[src/iwd_pkg.sv]
// package for the instruction word decoder: field positions, opcodes, timing
// assumes a 14-bit program word and a four-phase instruction cycle
package iwd_pkg;

	// ----------------------------------------------------------------
	// word layout
	// ----------------------------------------------------------------
	localparam int IWD_WORD_W = 14;
	localparam int IWD_FILE_W = 7;
	localparam int IWD_BIT_W = 3;
	localparam int IWD_LIT8_W = 8;
	localparam int IWD_LIT11_W = 11;
	localparam int IWD_DEST_POS = 7;
	localparam int IWD_BITNUM_POS = 7;
	localparam int IWD_CLASS_MSB = 13;
	localparam int IWD_CLASS_LSB = 12;
	localparam int IWD_NIB_MSB = 11;
	localparam int IWD_NIB_LSB = 8;

	// ----------------------------------------------------------------
	// class codes in the top two bits
	// ----------------------------------------------------------------
	localparam logic [1:0] IWD_TOP_BYTE = 2'h0;
	localparam logic [1:0] IWD_TOP_BIT = 2'h1;
	localparam logic [1:0] IWD_TOP_JUMP = 2'h2;
	localparam logic [1:0] IWD_TOP_LIT = 2'h3;

	// ----------------------------------------------------------------
	// fixed control words
	// ----------------------------------------------------------------
	localparam logic [13:0] IWD_OP_STANDBY = 14'h0063;
	localparam logic [13:0] IWD_OP_WDT_CLEAR = 14'h0064;
	localparam logic [13:0] IWD_OP_RETURN = 14'h0008;
	localparam logic [13:0] IWD_OP_RETFIE = 14'h0009;
	localparam logic [3:0] IWD_NIB_INCFSZ = 4'hF;
	localparam logic [3:0] IWD_NIB_DECFSZ = 4'hB;
	localparam logic [3:0] IWD_NIB_RETLW = 4'h4;
	localparam logic [1:0] IWD_BITOP_TEST_CLR = 2'h2;
	localparam logic [1:0] IWD_BITOP_TEST_SET = 2'h3;

	// ----------------------------------------------------------------
	// timing
	// ----------------------------------------------------------------
	localparam int IWD_PHASES = 4;
	localparam logic [1:0] IWD_PHASE_LAST = 2'(IWD_PHASES - 1);
	localparam logic [1:0] IWD_CYC_ONE = 2'h1;
	localparam logic [1:0] IWD_CYC_TWO = 2'h2;
	localparam logic IWD_FLAG_RESET = 1'h1;

	typedef enum logic [1:0] {IWD_CLS_BYTE, IWD_CLS_BIT, IWD_CLS_LITCTL} iwd_class_t;

endpackage : iwd_pkg

[src/iwd_phase_seq.sv]
// four-phase sequencer forming one instruction cycle from four clocks
// assumes clk_sys is the oscillator period; one clock equals one phase
`timescale 1ns/1ps
module iwd_phase_seq
	import iwd_pkg::*;
(
	input wire logic clk_sys,
	input wire logic reset,
	output logic [1:0] phase,
	output logic cycle_end
);

	// ----------------------------------------------------------------
	// phase counter
	// ----------------------------------------------------------------
	// free-running count; wraps after the last phase
	always_ff @(posedge clk_sys) begin
		if (reset) begin
			phase <= 2'h0;
		end else begin
			phase <= phase + 2'h1;
		end
	end

	assign cycle_end = (phase == IWD_PHASE_LAST);

endmodule : iwd_phase_seq

[src/iwd_decoder.sv]
// instruction word decoder: classes, operand fields, cycle count, status bits
// assumes the fetch path holds fetch_word stable and same-clock; the datapath
// reports branch_taken for the current word before the cycle's last phase
`timescale 1ns/1ps
module iwd_decoder
	import iwd_pkg::*;
(
	input wire logic clk_sys,
	input wire logic reset,
	input wire logic [13:0] fetch_word,
	input wire logic branch_taken,
	input wire logic watchdog_expired,
	output iwd_class_t op_class,
	output logic [6:0] file_addr,
	output logic dest_file,
	output logic dest_accum,
	output logic [2:0] bit_num,
	output logic [7:0] lit8,
	output logic [10:0] lit11,
	output logic lit_is_wide,
	output logic [1:0] cycle_count,
	output logic second_is_nop,
	output logic standby_op,
	output logic watchdog_clear_op,
	output logic cycle_start,
	output logic expiry_status_flag,
	output logic sleep_entered_flag
);

	// ----------------------------------------------------------------
	// phase sequencer
	// ----------------------------------------------------------------
	logic [1:0] phase;
	logic cycle_end;

	iwd_phase_seq u_seq (
		.clk_sys(clk_sys),
		.reset(reset),
		.phase(phase),
		.cycle_end(cycle_end)
	);

	// ----------------------------------------------------------------
	// field extraction
	// ----------------------------------------------------------------
	logic [1:0] top;
	logic [3:0] nib;
	logic is_byte;
	logic is_bit;
	logic [6:0] w_file;
	logic w_dest;
	logic [2:0] w_bit;
	logic [7:0] w_lit8;
	logic [10:0] w_lit11;
	logic w_wide;
	logic w_standby;
	logic w_wdt_clear;
	logic w_pc_change;
	logic w_cond;
	logic w_ctl_word;
	iwd_class_t next_class;

	// the word is sliced by position only, so don't-care bits never steer anything
	assign top = fetch_word[IWD_CLASS_MSB:IWD_CLASS_LSB];
	assign nib = fetch_word[IWD_NIB_MSB:IWD_NIB_LSB];
	// the fixed control words share the byte opcode space and must not look like byte ops
	assign is_byte = (top == IWD_TOP_BYTE) && !w_ctl_word;
	assign is_bit = (top == IWD_TOP_BIT);
	assign next_class = is_byte ? IWD_CLS_BYTE : (is_bit ? IWD_CLS_BIT : IWD_CLS_LITCTL);
	assign w_file = fetch_word[IWD_FILE_W-1:0];
	assign w_dest = fetch_word[IWD_DEST_POS];
	assign w_bit = fetch_word[IWD_BITNUM_POS+IWD_BIT_W-1:IWD_BITNUM_POS];
	assign w_lit8 = fetch_word[IWD_LIT8_W-1:0];
	assign w_lit11 = fetch_word[IWD_LIT11_W-1:0];
	assign w_wide = (top == IWD_TOP_JUMP);

	// ----------------------------------------------------------------
	// special words and cycle length
	// ----------------------------------------------------------------
	assign w_standby = (fetch_word == IWD_OP_STANDBY);
	assign w_wdt_clear = (fetch_word == IWD_OP_WDT_CLEAR);
	// control words are matched whole: standby, watchdog clear and both returns
	assign w_ctl_word = w_standby || w_wdt_clear
		|| (fetch_word == IWD_OP_RETURN)
		|| (fetch_word == IWD_OP_RETFIE);
	// call, goto, return, return-from-interrupt, literal return always branch
	assign w_pc_change = (top == IWD_TOP_JUMP)
		|| (fetch_word == IWD_OP_RETURN)
		|| (fetch_word == IWD_OP_RETFIE)
		|| ((top == IWD_TOP_LIT) && (nib[3:2] == IWD_NIB_RETLW[3:2]));
	// skip-type tests; writes to the program counter through a file register are not seen
	assign w_cond = (is_byte && ((nib == IWD_NIB_INCFSZ) || (nib == IWD_NIB_DECFSZ)))
		|| (is_bit && ((nib[3:2] == IWD_BITOP_TEST_CLR) || (nib[3:2] == IWD_BITOP_TEST_SET)));

	// ----------------------------------------------------------------
	// registered decode, loaded at the end of each cycle
	// ----------------------------------------------------------------
	logic in_second;
	logic next_second;
	logic two_cycle;
	logic [1:0] next_count;
	logic next_dest_file;
	logic next_dest_accum;
	logic next_standby;
	logic next_wdt_clear;

	// conditional ops go long only when the datapath says the test passed
	assign two_cycle = w_pc_change || (w_cond && branch_taken);
	// a long instruction's second cycle runs as a bubble and never marks another bubble after it
	assign next_second = two_cycle && !in_second;
	assign next_count = two_cycle ? IWD_CYC_TWO : IWD_CYC_ONE;
	// strobes are masked in a bubble so the datapath never acts on a word twice
	assign next_dest_file = is_byte && w_dest && !in_second;
	assign next_dest_accum = is_byte && !w_dest && !in_second;
	assign next_standby = w_standby && !in_second;
	assign next_wdt_clear = w_wdt_clear && !in_second;

	// bubble tracking and cycle length
	always_ff @(posedge clk_sys) begin
		if (reset) begin
			in_second <= 1'h0;
			second_is_nop <= 1'h0;
			cycle_count <= IWD_CYC_ONE;
		end else if (cycle_end) begin
			in_second <= next_second;
			second_is_nop <= in_second;
			cycle_count <= next_count;
		end
	end

	// operand fields change only at a cycle boundary, so they stand for four phases
	always_ff @(posedge clk_sys) begin
		if (reset) begin
			op_class <= IWD_CLS_BYTE;
			file_addr <= 7'h00;
			bit_num <= 3'h0;
			lit8 <= 8'h00;
			lit11 <= 11'h000;
			lit_is_wide <= 1'h0;
		end else if (cycle_end) begin
			op_class <= next_class;
			file_addr <= w_file;
			bit_num <= w_bit;
			lit8 <= w_lit8;
			lit11 <= w_lit11;
			lit_is_wide <= w_wide;
		end
	end

	// execution strobes; all of them read zero in a bubble cycle
	always_ff @(posedge clk_sys) begin
		if (reset) begin
			dest_file <= 1'h0;
			dest_accum <= 1'h0;
			standby_op <= 1'h0;
			watchdog_clear_op <= 1'h0;
		end else if (cycle_end) begin
			dest_file <= next_dest_file;
			dest_accum <= next_dest_accum;
			standby_op <= next_standby;
			watchdog_clear_op <= next_wdt_clear;
		end
	end

	// marks the first phase of each instruction cycle
	always_ff @(posedge clk_sys) begin
		if (reset) begin
			cycle_start <= 1'h0;
		end else begin
			cycle_start <= cycle_end;
		end
	end

	// ----------------------------------------------------------------
	// status bits, active low in meaning: 1 = no event
	// ----------------------------------------------------------------
	logic wd_meta;
	logic wd_sync;
	logic exec_tick;
	logic set_expiry;
	logic enter_sleep;
	logic leave_sleep;

	// watchdog time-out comes from another timer domain: two flops first
	always_ff @(posedge clk_sys) begin
		if (reset) begin
			wd_meta <= 1'h0;
			wd_sync <= 1'h0;
		end else begin
			wd_meta <= watchdog_expired;
			wd_sync <= wd_meta;
		end
	end

	// standby and watchdog clear updates land on the first phase of the executing cycle; a time-out lands on any phase once wd_sync is high
	assign exec_tick = cycle_start;
	// the strobes stand four phases; qualifying with the tick makes each act once
	assign set_expiry = exec_tick && (standby_op || watchdog_clear_op);
	assign enter_sleep = exec_tick && standby_op;
	assign leave_sleep = exec_tick && watchdog_clear_op;

	// expiry: set by standby or watchdog clear, cleared by a time-out;
	// the time-out wins, since losing it would hide a real expiry
	always_ff @(posedge clk_sys) begin
		if (reset) begin
			expiry_status_flag <= IWD_FLAG_RESET;
		end else if (wd_sync) begin
			expiry_status_flag <= 1'h0;
		end else if (set_expiry) begin
			expiry_status_flag <= 1'h1;
		end
	end

	// sleep entry: cleared by standby, set again by a watchdog clear
	always_ff @(posedge clk_sys) begin
		if (reset) begin
			sleep_entered_flag <= IWD_FLAG_RESET;
		end else if (enter_sleep) begin
			sleep_entered_flag <= 1'h0;
		end else if (leave_sleep) begin
			sleep_entered_flag <= 1'h1;
		end
	end

endmodule : iwd_decoder

[config.mk]
export PLATFORM = sky130hd
export DESIGN_NAME = iwd_decoder
export DESIGN_NICKNAME = d
export VERILOG_FILES = /design/src/iwd_pkg.sv /design/src/iwd_phase_seq.sv /design/src/iwd_decoder.sv
export SDC_FILE = /design/constraint.sdc
export NUM_CORES = 1
export LEC_CHECK = 0
export BUFFER_PORTS_ARGS = -buffer_cell sky130_fd_sc_hd__buf_4
export CORE_ASPECT_RATIO = 0.7
export CORE_UTILIZATION = 45
export DETAILED_ROUTE_END_ITERATION = 12
export PLACE_DENSITY = 0.78
export SYNTH_ARGS = -nofsm -noshare
export SYNTH_HDL_FRONTEND = slang
export SYNTH_SLANG_ARGS = --single-unit
[constraint.sdc]
create_clock -name clk_sys -period 1.7 [get_ports clk_sys]
set_input_delay 0.17 -clock clk_sys [delete_from_list [all_inputs] [get_ports clk_sys]]
set_output_delay 0.17 -clock clk_sys [all_outputs]
set_load 0.1 [all_outputs]
==> results of run 1 <==
[state kept, by name (all words and copies together), names as in the netlist]
signal	flops
lit11	2
dest_accum	1
u_seq.phase	2
in_second	1
op_class	2
expiry_status_flag	1
file_addr	6
watchdog_clear_op	1
wd_meta	1
bit_num	2
standby_op	1
lit_is_wide	1
dest_file	1
wd_sync	1
lit8	1
cycle_start	1
sleep_entered_flag	1
cycle_count	2
second_is_nop	1
[worst paths after layout]
path / slack (ns) / start / cells after the start / endpoint
min reg2reg: 0.42 / wd_sync / 1 / expiry_status_flag
max: 0.07 / u_seq.phase[0] / 4 / dest_accum
max reg2reg: 0.07 / u_seq.phase[0] / 4 / dest_accum
min: 0.10 / watchdog_expired / 2 / wd_meta
[synth_stat cells, drive strengths merged]
master / n
a211o: 1
a211oi: 1
a21oi: 6
a22o: 2
a22oi: 1
a2bb2oi: 1
a311oi: 1
and4bb: 1
buf: 20
clkbuf: 3
dfxtp: 29
ha: 1
inv: 5
mux2i: 12
nand2: 3
nand2b: 1
nand3: 1
nand3b: 1
nor2: 21
nor2b: 3
nor3: 4
nor3b: 1
nor4: 1
o211ai: 1
o21a: 1
o21ai: 1
o21bai: 1
o22ai: 1
o32a: 1
or2: 1
or3b: 1
or4: 2
or4b: 2
or4bb: 1
xnor2: 1
[through the flow]
step                total power [mW]  setup slack (ns)  hold WS [ns]
floorplan                       1.04             0.139         0.298
global placement                1.13             0.185         0.382
detailed placement              1.14             0.116         0.387
CTS                             1.74             0.107        0.0993
global route                    1.79            0.0244         0.125
finish                          1.73            0.0735         0.104
[cells by family after synthesis]
logic type / count (synthesis) / share of synthesized area, %
compound gates: 19 / 10.8
xor+xnor: 1 / 0.679
fa+ha+maj: 1 / 0.970
buf+inv: 28 / 13.4
flops: 29 / 45.0
mux: 12 / 9.31
simple gates: 44 / 19.9
[metal layers]
layer  global-route usage, %  part of all wire, %  vias up
met1                    22.4                   43      500
met5                       0                    0        -
li1                        -                    -      533
met4                    12.3                  2.8        0
met3                    7.04                  8.9       15
met2                    33.1                   45       65
[final cells by class]
type,count,area (um2)
flip-flops and latches,29,581
clock inverters,1,5.00
well taps,34,42.5
repair buffers,61,458
multi-input cells,77,537
clock buffers,7,96.3
fillers,219,852
inverters,5,18.8
[report_power, final]
group	switching [mW]	internal, mW	leakage [nW]
Combinational	0.301	0.100	0.485
Sequential	0.0154	0.705	0.236
Clock	0.247	0.365	0.0542
Total	0.563	1.17	0.775
==> metrics list, run 1 <==
- The largest total area in the synthesized netlist belongs to dfxtp_1.
- At the worst endpoint, the required time is approximately 1.9 ns.
- Clock-pin slew was measured on the worst setup and hold paths at 0.06 ns.
- Growth of design area from synthesis to finish: 34.7%
- Period Utilization, post-route: 95.7%
- Setup CP Type: reg2reg
- The worst setup path is launched from a register.
- Min-Delay Path Class: in2reg
- Resized cells post-CTS: 0
* Synth Cell Area: ~0.0013 mm2
- Slew headroom: 72.5%
* Number of placed cells counting well taps: about 210
* Ordered cell list for the critical path: ha_1 -> or4b_1 -> or4_1 -> a21oi_1
* Via count of the first global-routing pass: around 980
* Global route total overflow: 0
- The first TritonRoute pass finished after 4 iterations.
- The number of antenna violations at the first check in global routing came to 0.
- The synthesized design contains 29 register bits.
* Maximum clock frequency: ~0.61 GHz
- Counting every instance in the synthesized netlist gives between 100 and 150.
* Number of buffers added by the clock tree synthesis step: 5
- Summed over its instances, the top area cell type makes up ~45% of the synthesized netlist area.
- The clock tree synthesis step divided the H-tree into 2 levels.
* Power per cell area: around 1000 mW/mm2
- The routed layout has ~1.1k vias.
* Data arrival time of the critical path: roughly 1.8 ns
* Transition time of the tightest slew-check pin: approximately 0.41 ns
- RSZ-0062 raised after global routing: false
- Die outline area: 0.00309 mm2
* Starting Density: between 40 and 50%
- Once detail routing completed, the nets flagged for antenna violations numbered 0.
- The analysis attributes to cell leakage a power of approximately 0.77 nW.
- Worst clock skew: 0.00519 ns
* Count of non-filler cells in the finished layout: 214
* Slew Limit Fails: 0
* Largest net degree at the start of global routing: 30
- Row count: 15
- DR vias/cell: about 5.2
- Run status: completed
- Final Hold Fails: 0
- The longest clock path from root to sink contains 2 buffers.
- Instance area at placement: 0.00164 mm2
- Number of distinct library cell variants in the gate-level netlist after synthesis: 38
- The number of setup buffers added after CTS is 0.
* WP buf/inv: 0
- After legalization and detailed placement, the total HPWL measured around 2.2 mm.
* Slowest cell on crit path: or4b_1
* Horiz. Die Dim: between 60 and 70 um
- During synthesis, Yosys emitted a total of 0 warnings.
- In the final layout, the share of cells above drive strength 1 is a little over 40%.
* Final standard cell area without fillers: 0.00174 mm2
- Crit path max-delay family: simple AND/OR/NAND/NOR gates
- Count of input and output buffers: 59
- Number of buffers inserted for hold repair after clock tree synthesis: 0
- Number of max-cap violations: 0
* Final Wtd Congestion: about 0.81
- The clock net in this run drives a total of 29 sinks.
* Skew-Pair Late Insertion Delay: ~0.28 ns
- Type of destination of the critical path: register
* Global-route wire length before repair: roughly 4.3 mm
- Measured along the y axis, the die boundary spans roughly 47 um.
* Average wire per standard cell: between 10 and 15 um
- After synthesis, flip-flops and latches occupy between 40 and 50% of the total area.
* Post-Synthesis Mean Instance Area: slightly below 10 um2
* Net count of the finished layout: 198
- Post-layout utilization of the core: around two thirds
* Most common cell after layout, fill and taps aside: buf_4
- Number of remaining DRC errors: 0
* Aggregate global-route resource usage: 19.8%
- On the worst path, the slowest cell contributes a delay of between 0.4 and 0.5 ns.
- Ranked by total cell area, the synthesized netlist is headed by dfxtp_1 45%, buf_4 10%, mux2i_1 9.3%.
- Starting DRC count in detailed routing: 70
- IO Pins: 60
* Worst vdd rail ir drop: 0.000737 V
* Syn_nets: about 150
* Total Neg Setup Slack: 0 ns
* Highest-count cells in the layout ignoring fill and taps: 61 x buf_4, 29 x dfxtp_1, 21 x nor2_1, 12 x mux2i_1, 7 x clkbuf_8
- Setup violation total in the final timing report: 0
* Total length of routed wires: slightly below 3 mm
* Largest fanout on the critical path: 3
- TritonCTS clock tree: done
- Post-layout minimum cycle time: between 1.5 and 2 ns
- Cell at the root of the clock tree: clkbuf_8
- The floorplan step defined a core boundary enclosing 0.00259 mm2.
- The repair_antennas step left the layout with diodes totalling 0.
(Power assumes the default switching activity.)
==> run 2: changes to the inputs <==
MAX_ROUTING_LAYER = met4   (was unset)
==> run 2 against run 1 <==
  * Clock skew decreased by 0.00056 ns
  * First-iteration DRC count decreased by 4.3%
  * Final cell count unchanged
  * Final area unchanged
  * Combinational power about the same
  * Sequential cell count unchanged
  * Clock power about the same
  * Total power decreased by 0.15%
  * Count of clock-buffer cells in the layout unchanged
  * Utilization unchanged
  * Non-clock buffer count unchanged
  * Largest cell class unchanged
  * Highest routed layer unchanged
==> metrics list, run 2 (synthesis results as in run 1) <==
- The count of cells resized by post-cts repair came to 0 (unchanged).
- The register-to-register path setup slack came to 0.09 ns (+0.02 ns).
- Count of inserted antenna diode cells: 0 (unchanged)
* Data arrival time of the critical path: 1.82 ns (-0.02 ns)
- Flop pwr share: 41.6% (about the same)
* Aggregate global-route resource usage: 20.5% (+0.70 points)
- Depth of the CTS H-tree: 2 (unchanged)
- Instance area at placement: 0.00164 mm2 (unchanged)
- Share of final-layout standard cells stronger than drive strength 1: 41.1% (unchanged)
* Count of input and output buffers: 59 (unchanged)
* Number of cells on the worst hold path: 2 (unchanged)
- Global-route wire length before repair: 4.32 mm (unchanged)
- The chip height is 46.8 um (unchanged).
- Switching fraction of total power: 32.4% (-0.098 points)
- The number of global-route vias before repair is 978 (unchanged).
- Combinational Power Share: 23.2% (about the same)
- Starting DRC count in detailed routing: 67 (-4.3%)
- Ranked by flip-flop count, first place goes to file_addr.
- Cell at the root of the clock tree: clkbuf_8
* HPWL after detailed placement: 2.20 mm (unchanged)
- STA classifies the critical path startpoint as a register.
- The net switching power is 0.561 mW (-0.45%).
- The final number of setup-violating endpoints came to 0 (unchanged).
* IO Pins: 60 (unchanged)
- The worst reg-to-reg path cell count came to 4 (unchanged).
- The post-route setup TNS was 0 ns (unchanged).
- Skew-Pair Late Insertion Delay: 0.28 ns (about the same)
- The worst-case clock skew came to 0.00463 ns (-0.000562 ns).
- Min-Delay Path Class: in2reg
- Most common cell after layout, fill and taps aside: buf_4
- The number of flip-flops in the largest register is 6 (unchanged).
* Static Leak: 0.775 nW (unchanged)
- TritonCTS clock tree: done
- The cell area power density is 996 mW/mm2 (-0.15%).
* Placement-stage worst setup slack: 0.116 ns (unchanged)
- The path with the worst hold slack has its endpoint at wd_meta.
- The maximum fanout count along the critical path was 3 (unchanged).
- Final Wtd Congestion: 0.825 (+1.5%)
* Post CTS Setup Buffer Count: 0 (unchanged)
* Reg clk slew, reported paths: 0.06 ns (about the same)
- The maximum number of pins on one net before global-route repair was 30 (unchanged).
- Final Hold Fails: 0 (unchanged)
* Die outline area: 0.00309 mm2 (unchanged)
- Run status: completed
- The number of pins with negative max-slew slack in the final report came to 0 (unchanged).
- Net count of the finished layout: 198 (unchanged)
* Horiz. Die Dim: 66.0 um (unchanged)
- Worst flop-to-flop path endpoint: dest_accum
- Required time at the endpoint of the critical path: 1.91 ns (about the same)
- Initial antenna violation count: 0 (unchanged)
* Setup CP Type: reg2reg
- The number of detailed-routing iterations run before antenna repair was 4 (unchanged).
- The area overhead of the layout relative to synthesis was 34.7% (unchanged).
* Starting Density: 49.8% (unchanged)
- The transition time at the pin with the least slew margin is 0.410 ns (+0.0000157 ns).
- RSZ-0062 raised after global routing: false
* Number of buffers inserted for hold repair after clock tree synthesis: 0 (unchanged)
- The worst setup path is captured at a register.
- Overall via count from detail_route: 1103 (-0.90%)
- Period Utilization, post-route: 94.6% (-1.1 points)
- The clock network fraction of design power is 35.2% (about the same).
- DR vias/cell: 5.15 (-0.90%)
- Cell internal power dissipation: 1.17 mW (about the same)
* Beginning of the worst hold path: watchdog_expired
* Reg2Reg Launch Point: u_seq.phase[0]
- Final standard cell area without fillers: 0.00174 mm2 (unchanged)
- Buffers from clock root to sink, at most: 2 (unchanged)
* Number of max-cap violations: 0 (unchanged)
* Area of the core region: 0.00259 mm2 (unchanged)
- Maximum clock frequency: 0.622 GHz (+1.1%)
* Row count: 15 (unchanged)
- The peak supply drop is 0.000735 V (-0.31%).
- The worst path setup slack after routing came to 0.0916 ns (+0.0182 ns).
- The total CTS buffers came to 5 (unchanged).
- Number of remaining DRC errors: 0 (unchanged)
- Slew headroom: 72.5% (about the same)
- Total length of routed wires: 2.93 mm (-0.41%)
* Average wire per standard cell: 13.7 um (-0.41%)
- ANT nets after route: 0 (unchanged)
- The top cell types in the final layout, fill and taps aside, are 61 x buf_4, 29 x dfxtp_1, 21 x nor2_1, 12 x mux2i_1, 7 x clkbuf_8.
* TritonCTS sink count: 29 (unchanged)
- Post-layout minimum cycle time: 1.61 ns (-0.0182 ns)
- The global-route congestion overflow total was 0 (unchanged).
run 2: metal layers:
metal,wire length [um],GRT usage (%),part of all wire [%]
met5,0,-,0
met4,55,12.3,1.9
met3,221,6.07,7.5
met2,1370,33.1,47
met1,1290,23.0,44
run 2: worst max-delay path by stage:
stage,slack [ns],cells past startpoint,startpoint,end
2_1_floorplan,0.14,1,file_addr[0],lit11[0]
3_3_place_gp,0.19,4,u_seq.phase[0],dest_accum
3_5_place_dp,0.12,4,u_seq.phase[0],dest_accum
4_1_cts,0.11,4,u_seq.phase[0],dest_accum
5_1_grt,0.02,4,u_seq.phase[0],dest_accum
6_report,0.09,4,u_seq.phase[0],dest_accum
run 2: cell type report:
class	count	area [um2]
Tap cell	34	42.5
Fill cell	219	852
Timing Repair Buffer	61	458
Sequential cell	29	581
Inverter	5	18.8
Clock inverter	1	5.00
Clock buffer	7	96.3
Multi-Input combinational cell	77	537
run 2: per-stage QoR:
stage | util (%) | power [mW] | std cells | hold slack (ns)
2_1_floorplan | - | 1.04 | 134 | 0.298
3_3_place_gp | 63.2 | 1.13 | 206 | 0.382
3_5_place_dp | 63.2 | 1.14 | 206 | 0.387
4_1_cts | 67.1 | 1.74 | 214 | 0.0993
5_1_grt | 67.1 | 1.79 | 214 | 0.125
6_report | 67.1 | 1.73 | 214 | 0.105
run 2: power groups by stage:
| stage | Clock (mW) | Combinational (mW) | Sequential (mW) |
|---|---|---|---|
| final | 0.610 | 0.401 | 0.720 |
| after global routing | 0.657 | 0.415 | 0.723 |
| after CTS | 0.621 | 0.402 | 0.720 |
| after detailed placement | 0 | 0.401 | 0.735 |
| after global placement | 0 | 0.396 | 0.734 |
| after floorplan | 0 | 0.193 | 0.850 |
run 2: critical path: stages (launching register included):
cell and delay, ns:
dfxtp_1 0.33, ha_1 0.17, or4b_1 0.49, or4_1 0.43
a21oi_1 0.14
==> run 3: changes to the inputs <==
BUFFER_PORTS_ARGS = -buffer_cell sky130_fd_sc_hd__clkbuf_2   (was -buffer_cell sky130_fd_sc_hd__buf_4)
==> run 3 against run 2 <==
  * Sequential share of layout area increased by 3.5 points
  * Worst hold slack got worse by 0.0022 ns
  * Critical path type unchanged
  * First-iteration DRC count decreased by 33%
==> metrics list, run 3 (synthesis results as in run 1) <==
- Run status: completed
- The total via count after detailed routing was 1118 (+1.4%).
- Via count of the first global-routing pass: 934 (-4.5%)
* Highest-count cells in the layout ignoring fill and taps: 59 x clkbuf_2, 29 x dfxtp_1, 21 x nor2_1, 12 x mux2i_1, 6 x a21oi_1
- Min-Delay Path Class: in2reg
- By startpoint and endpoint, the worst setup path is classified as reg2reg.
* Starting Density: 49.8% (unchanged)
- Post CTS Setup Buffer Count: 0 (unchanged)
- Post-layout minimum cycle time: 1.60 ns (-0.00822 ns)
* CP Launch Point: u_seq.phase[0]
- Beginning of the worst hold path: watchdog_expired
- The ratio of cells with drive above 1 in the final layout came to 40.0% (-1.1 points).
* Count of non-filler cells in the finished layout: 214 (unchanged)
- Detail Route met3 WL: 240 um (+8.6%)
* Horiz. Die Dim: 66.0 um (unchanged)
- Growth of design area from synthesis to finish: 22.0%
* Worst vdd rail ir drop: 0.000555 V (-24%)
- The global-route wire length before repair is 4.20 mm (-2.9%).
- The maximum number of pins on one net before global-route repair is 30 (unchanged).
- In this run the critical register-to-register path is launched from u_seq.phase[0].
* Data arrival time of the critical path: 1.81 ns (about the same)
- Number of max-cap violations: 0 (unchanged)
* Met2 wire length: 1.25 mm (-8.9%)
- The number of antenna violations at the first check in global routing came to 0 (unchanged).
* Area of the core region: 0.00259 mm2 (unchanged)
- Number of remaining DRC errors: 0 (unchanged)
- Setup violation total in the final timing report: 0 (unchanged)
- Number of placed cells counting well taps: 206 (unchanged)
* Static Leak: 0.717 nW (-7.5%)
- Worst clock skew: 0.00159 ns (-0.00304 ns)
- Skew-Pair Late Insertion Delay: 0.28 ns (about the same)
- The maximum clock insertion buffer count came to 2 (unchanged).
- The maximum fanout count along the critical path came to 3 (unchanged).
- Average wire per standard cell: 13.0 um (-4.9%)
* Net count of the finished layout: 198 (unchanged)
* FILL cells: 238 (+8.7%)
- Uppermost routed layer: met4
* Post-layout power: 1.61 mW (-6.8%)
* Met1 layer wirelength in the final routing: 1.21 mm (-6.0%)
- The total global-route track usage came to 20.2% (-0.33 points).
* Starting DRC count in detailed routing: 45 (-33%)
* Flip-flop count of the largest register, all copies and words added: 6 (unchanged)
* Total Neg Setup Slack: 0 ns (unchanged)
* Power per cell area: 1020 mW/mm2 (+2.9%)
- Leaving out fill and tap cells, the most frequent cell in the layout is clkbuf_2.
- The quantity of hold-fixing buffers added after cts is 0 (unchanged).
- The worst reg-to-reg path cell count is 4 (unchanged).
* Type of destination of the critical path: register
- The global-route congestion overflow total came to 0 (unchanged).
* Reg-to-reg setup timing slack: 0.1 ns (about the same)
* TritonCTS sink count: 29 (unchanged)
- HPWL after detailed placement: 2.04 mm (-7.2%)
- Transition time of the tightest slew-check pin: 0.548 ns (+0.138 ns)
* IO Pins: 60 (unchanged)
- The number of antenna diodes came to 0 (unchanged).
* Worst flop-to-flop path endpoint: dest_accum
- Number of buffers added by the clock tree synthesis step: 5 (unchanged)
- The final weighted congestion in routability-driven placement was 0.903 (+9.4%).
- The worst path required time was 1.91 ns (about the same).
* Reg clk slew, reported paths: 0.06 ns (about the same)
- Slew Limit Fails: 0 (unchanged)
- More flip-flops sit in one register than any other, and that register is file_addr.
* Drt pass-1 iters: 4 (unchanged)
- The via count normalized by instance count came to 5.22 (+1.4%).
- The number of routed nets with antenna violations came to 0 (unchanged).
* Count of input and output buffers: 59 (unchanged)
- Type of element launching the critical path: register
- CP endpoint: dest_accum
* Period Utilization, post-route: 94.1% (-0.48 points)
- Die outline area: 0.00309 mm2 (unchanged)
* Cell at the root of the clock tree: clkbuf_8
- Resized cells post-CTS: 0 (unchanged)
- Setup repair after global routing left no endpoint under its margin.
- Maximum clock frequency: 0.625 GHz (+0.51%)
* Height of the die: 46.8 um (unchanged)
- TritonCTS clock tree: done
- The H-tree depth reported by CTS came to 2 (unchanged).
- The cell row count was 15 (unchanged).
- Final Hold Fails: 0 (unchanged)
- Slew headroom: 63.6% (-8.9 points)
- Total length of routed wires: 2.79 mm (-4.9%)
run 3: cell types whose count changed in the layout (fill, tap and decap cells not counted), sizes merged:
cell,delta
clkbuf,+60
buf,-59
clkinv,-1
run 3: final cells by class:
cell class | count | area (um2) | area share, %
flip-flops and latches | 29 | 581 | 36.9
multi-input cells | 77 | 542 | 34.4
repair buffers | 61 | 310 | 19.7
clock buffers | 8 | 80.1 | 5.09
well taps | 34 | 42.5 | 2.70
inverters | 5 | 18.8 | 1.19
run 3: critical path, cell delays in order (launching register included):
cell and delay, ns:
dfxtp_1 0.33, ha_1 0.17, or4b_1 0.50, or4_1 0.41, a21oi_1 0.13
run 3: worst min path at each step:
stage / cells after the start / end / slack [ns]
after floorplan: 1 / wd_meta / 0.30
after global placement: 2 / wd_meta / 0.38
after detailed placement: 2 / wd_meta / 0.39
after CTS: 2 / wd_meta / 0.1
after global routing: 2 / wd_meta / 0.13
final: 2 / wd_meta / 0.10
run 3: per-stage QoR:
step	worst slack [ns]	utilization (%)	hold slack, ns	area, um2
2_1_floorplan	0.139	-	0.298	1290
3_3_place_gp	0.183	57.5	0.379	1490
3_5_place_dp	0.132	57.5	0.391	1490
4_1_cts	0.119	60.6	0.0995	1570
5_1_grt	0.0325	60.8	0.127	1570
6_report	0.0999	60.8	0.103	1570
run 3: routing by layer:
metal | GRT usage, % | vias up
met5 | - | -
met2 | 29.0 | 56
met4 | 16.2 | 0
met1 | 23.6 | 517
met3 | 6.31 | 11
li1 | - | 534
run 3: where the power goes:
group	internal (mW)	switching, mW
clock	0.290	0.232
combinational	0.0704	0.300
sequential	0.705	0.0152
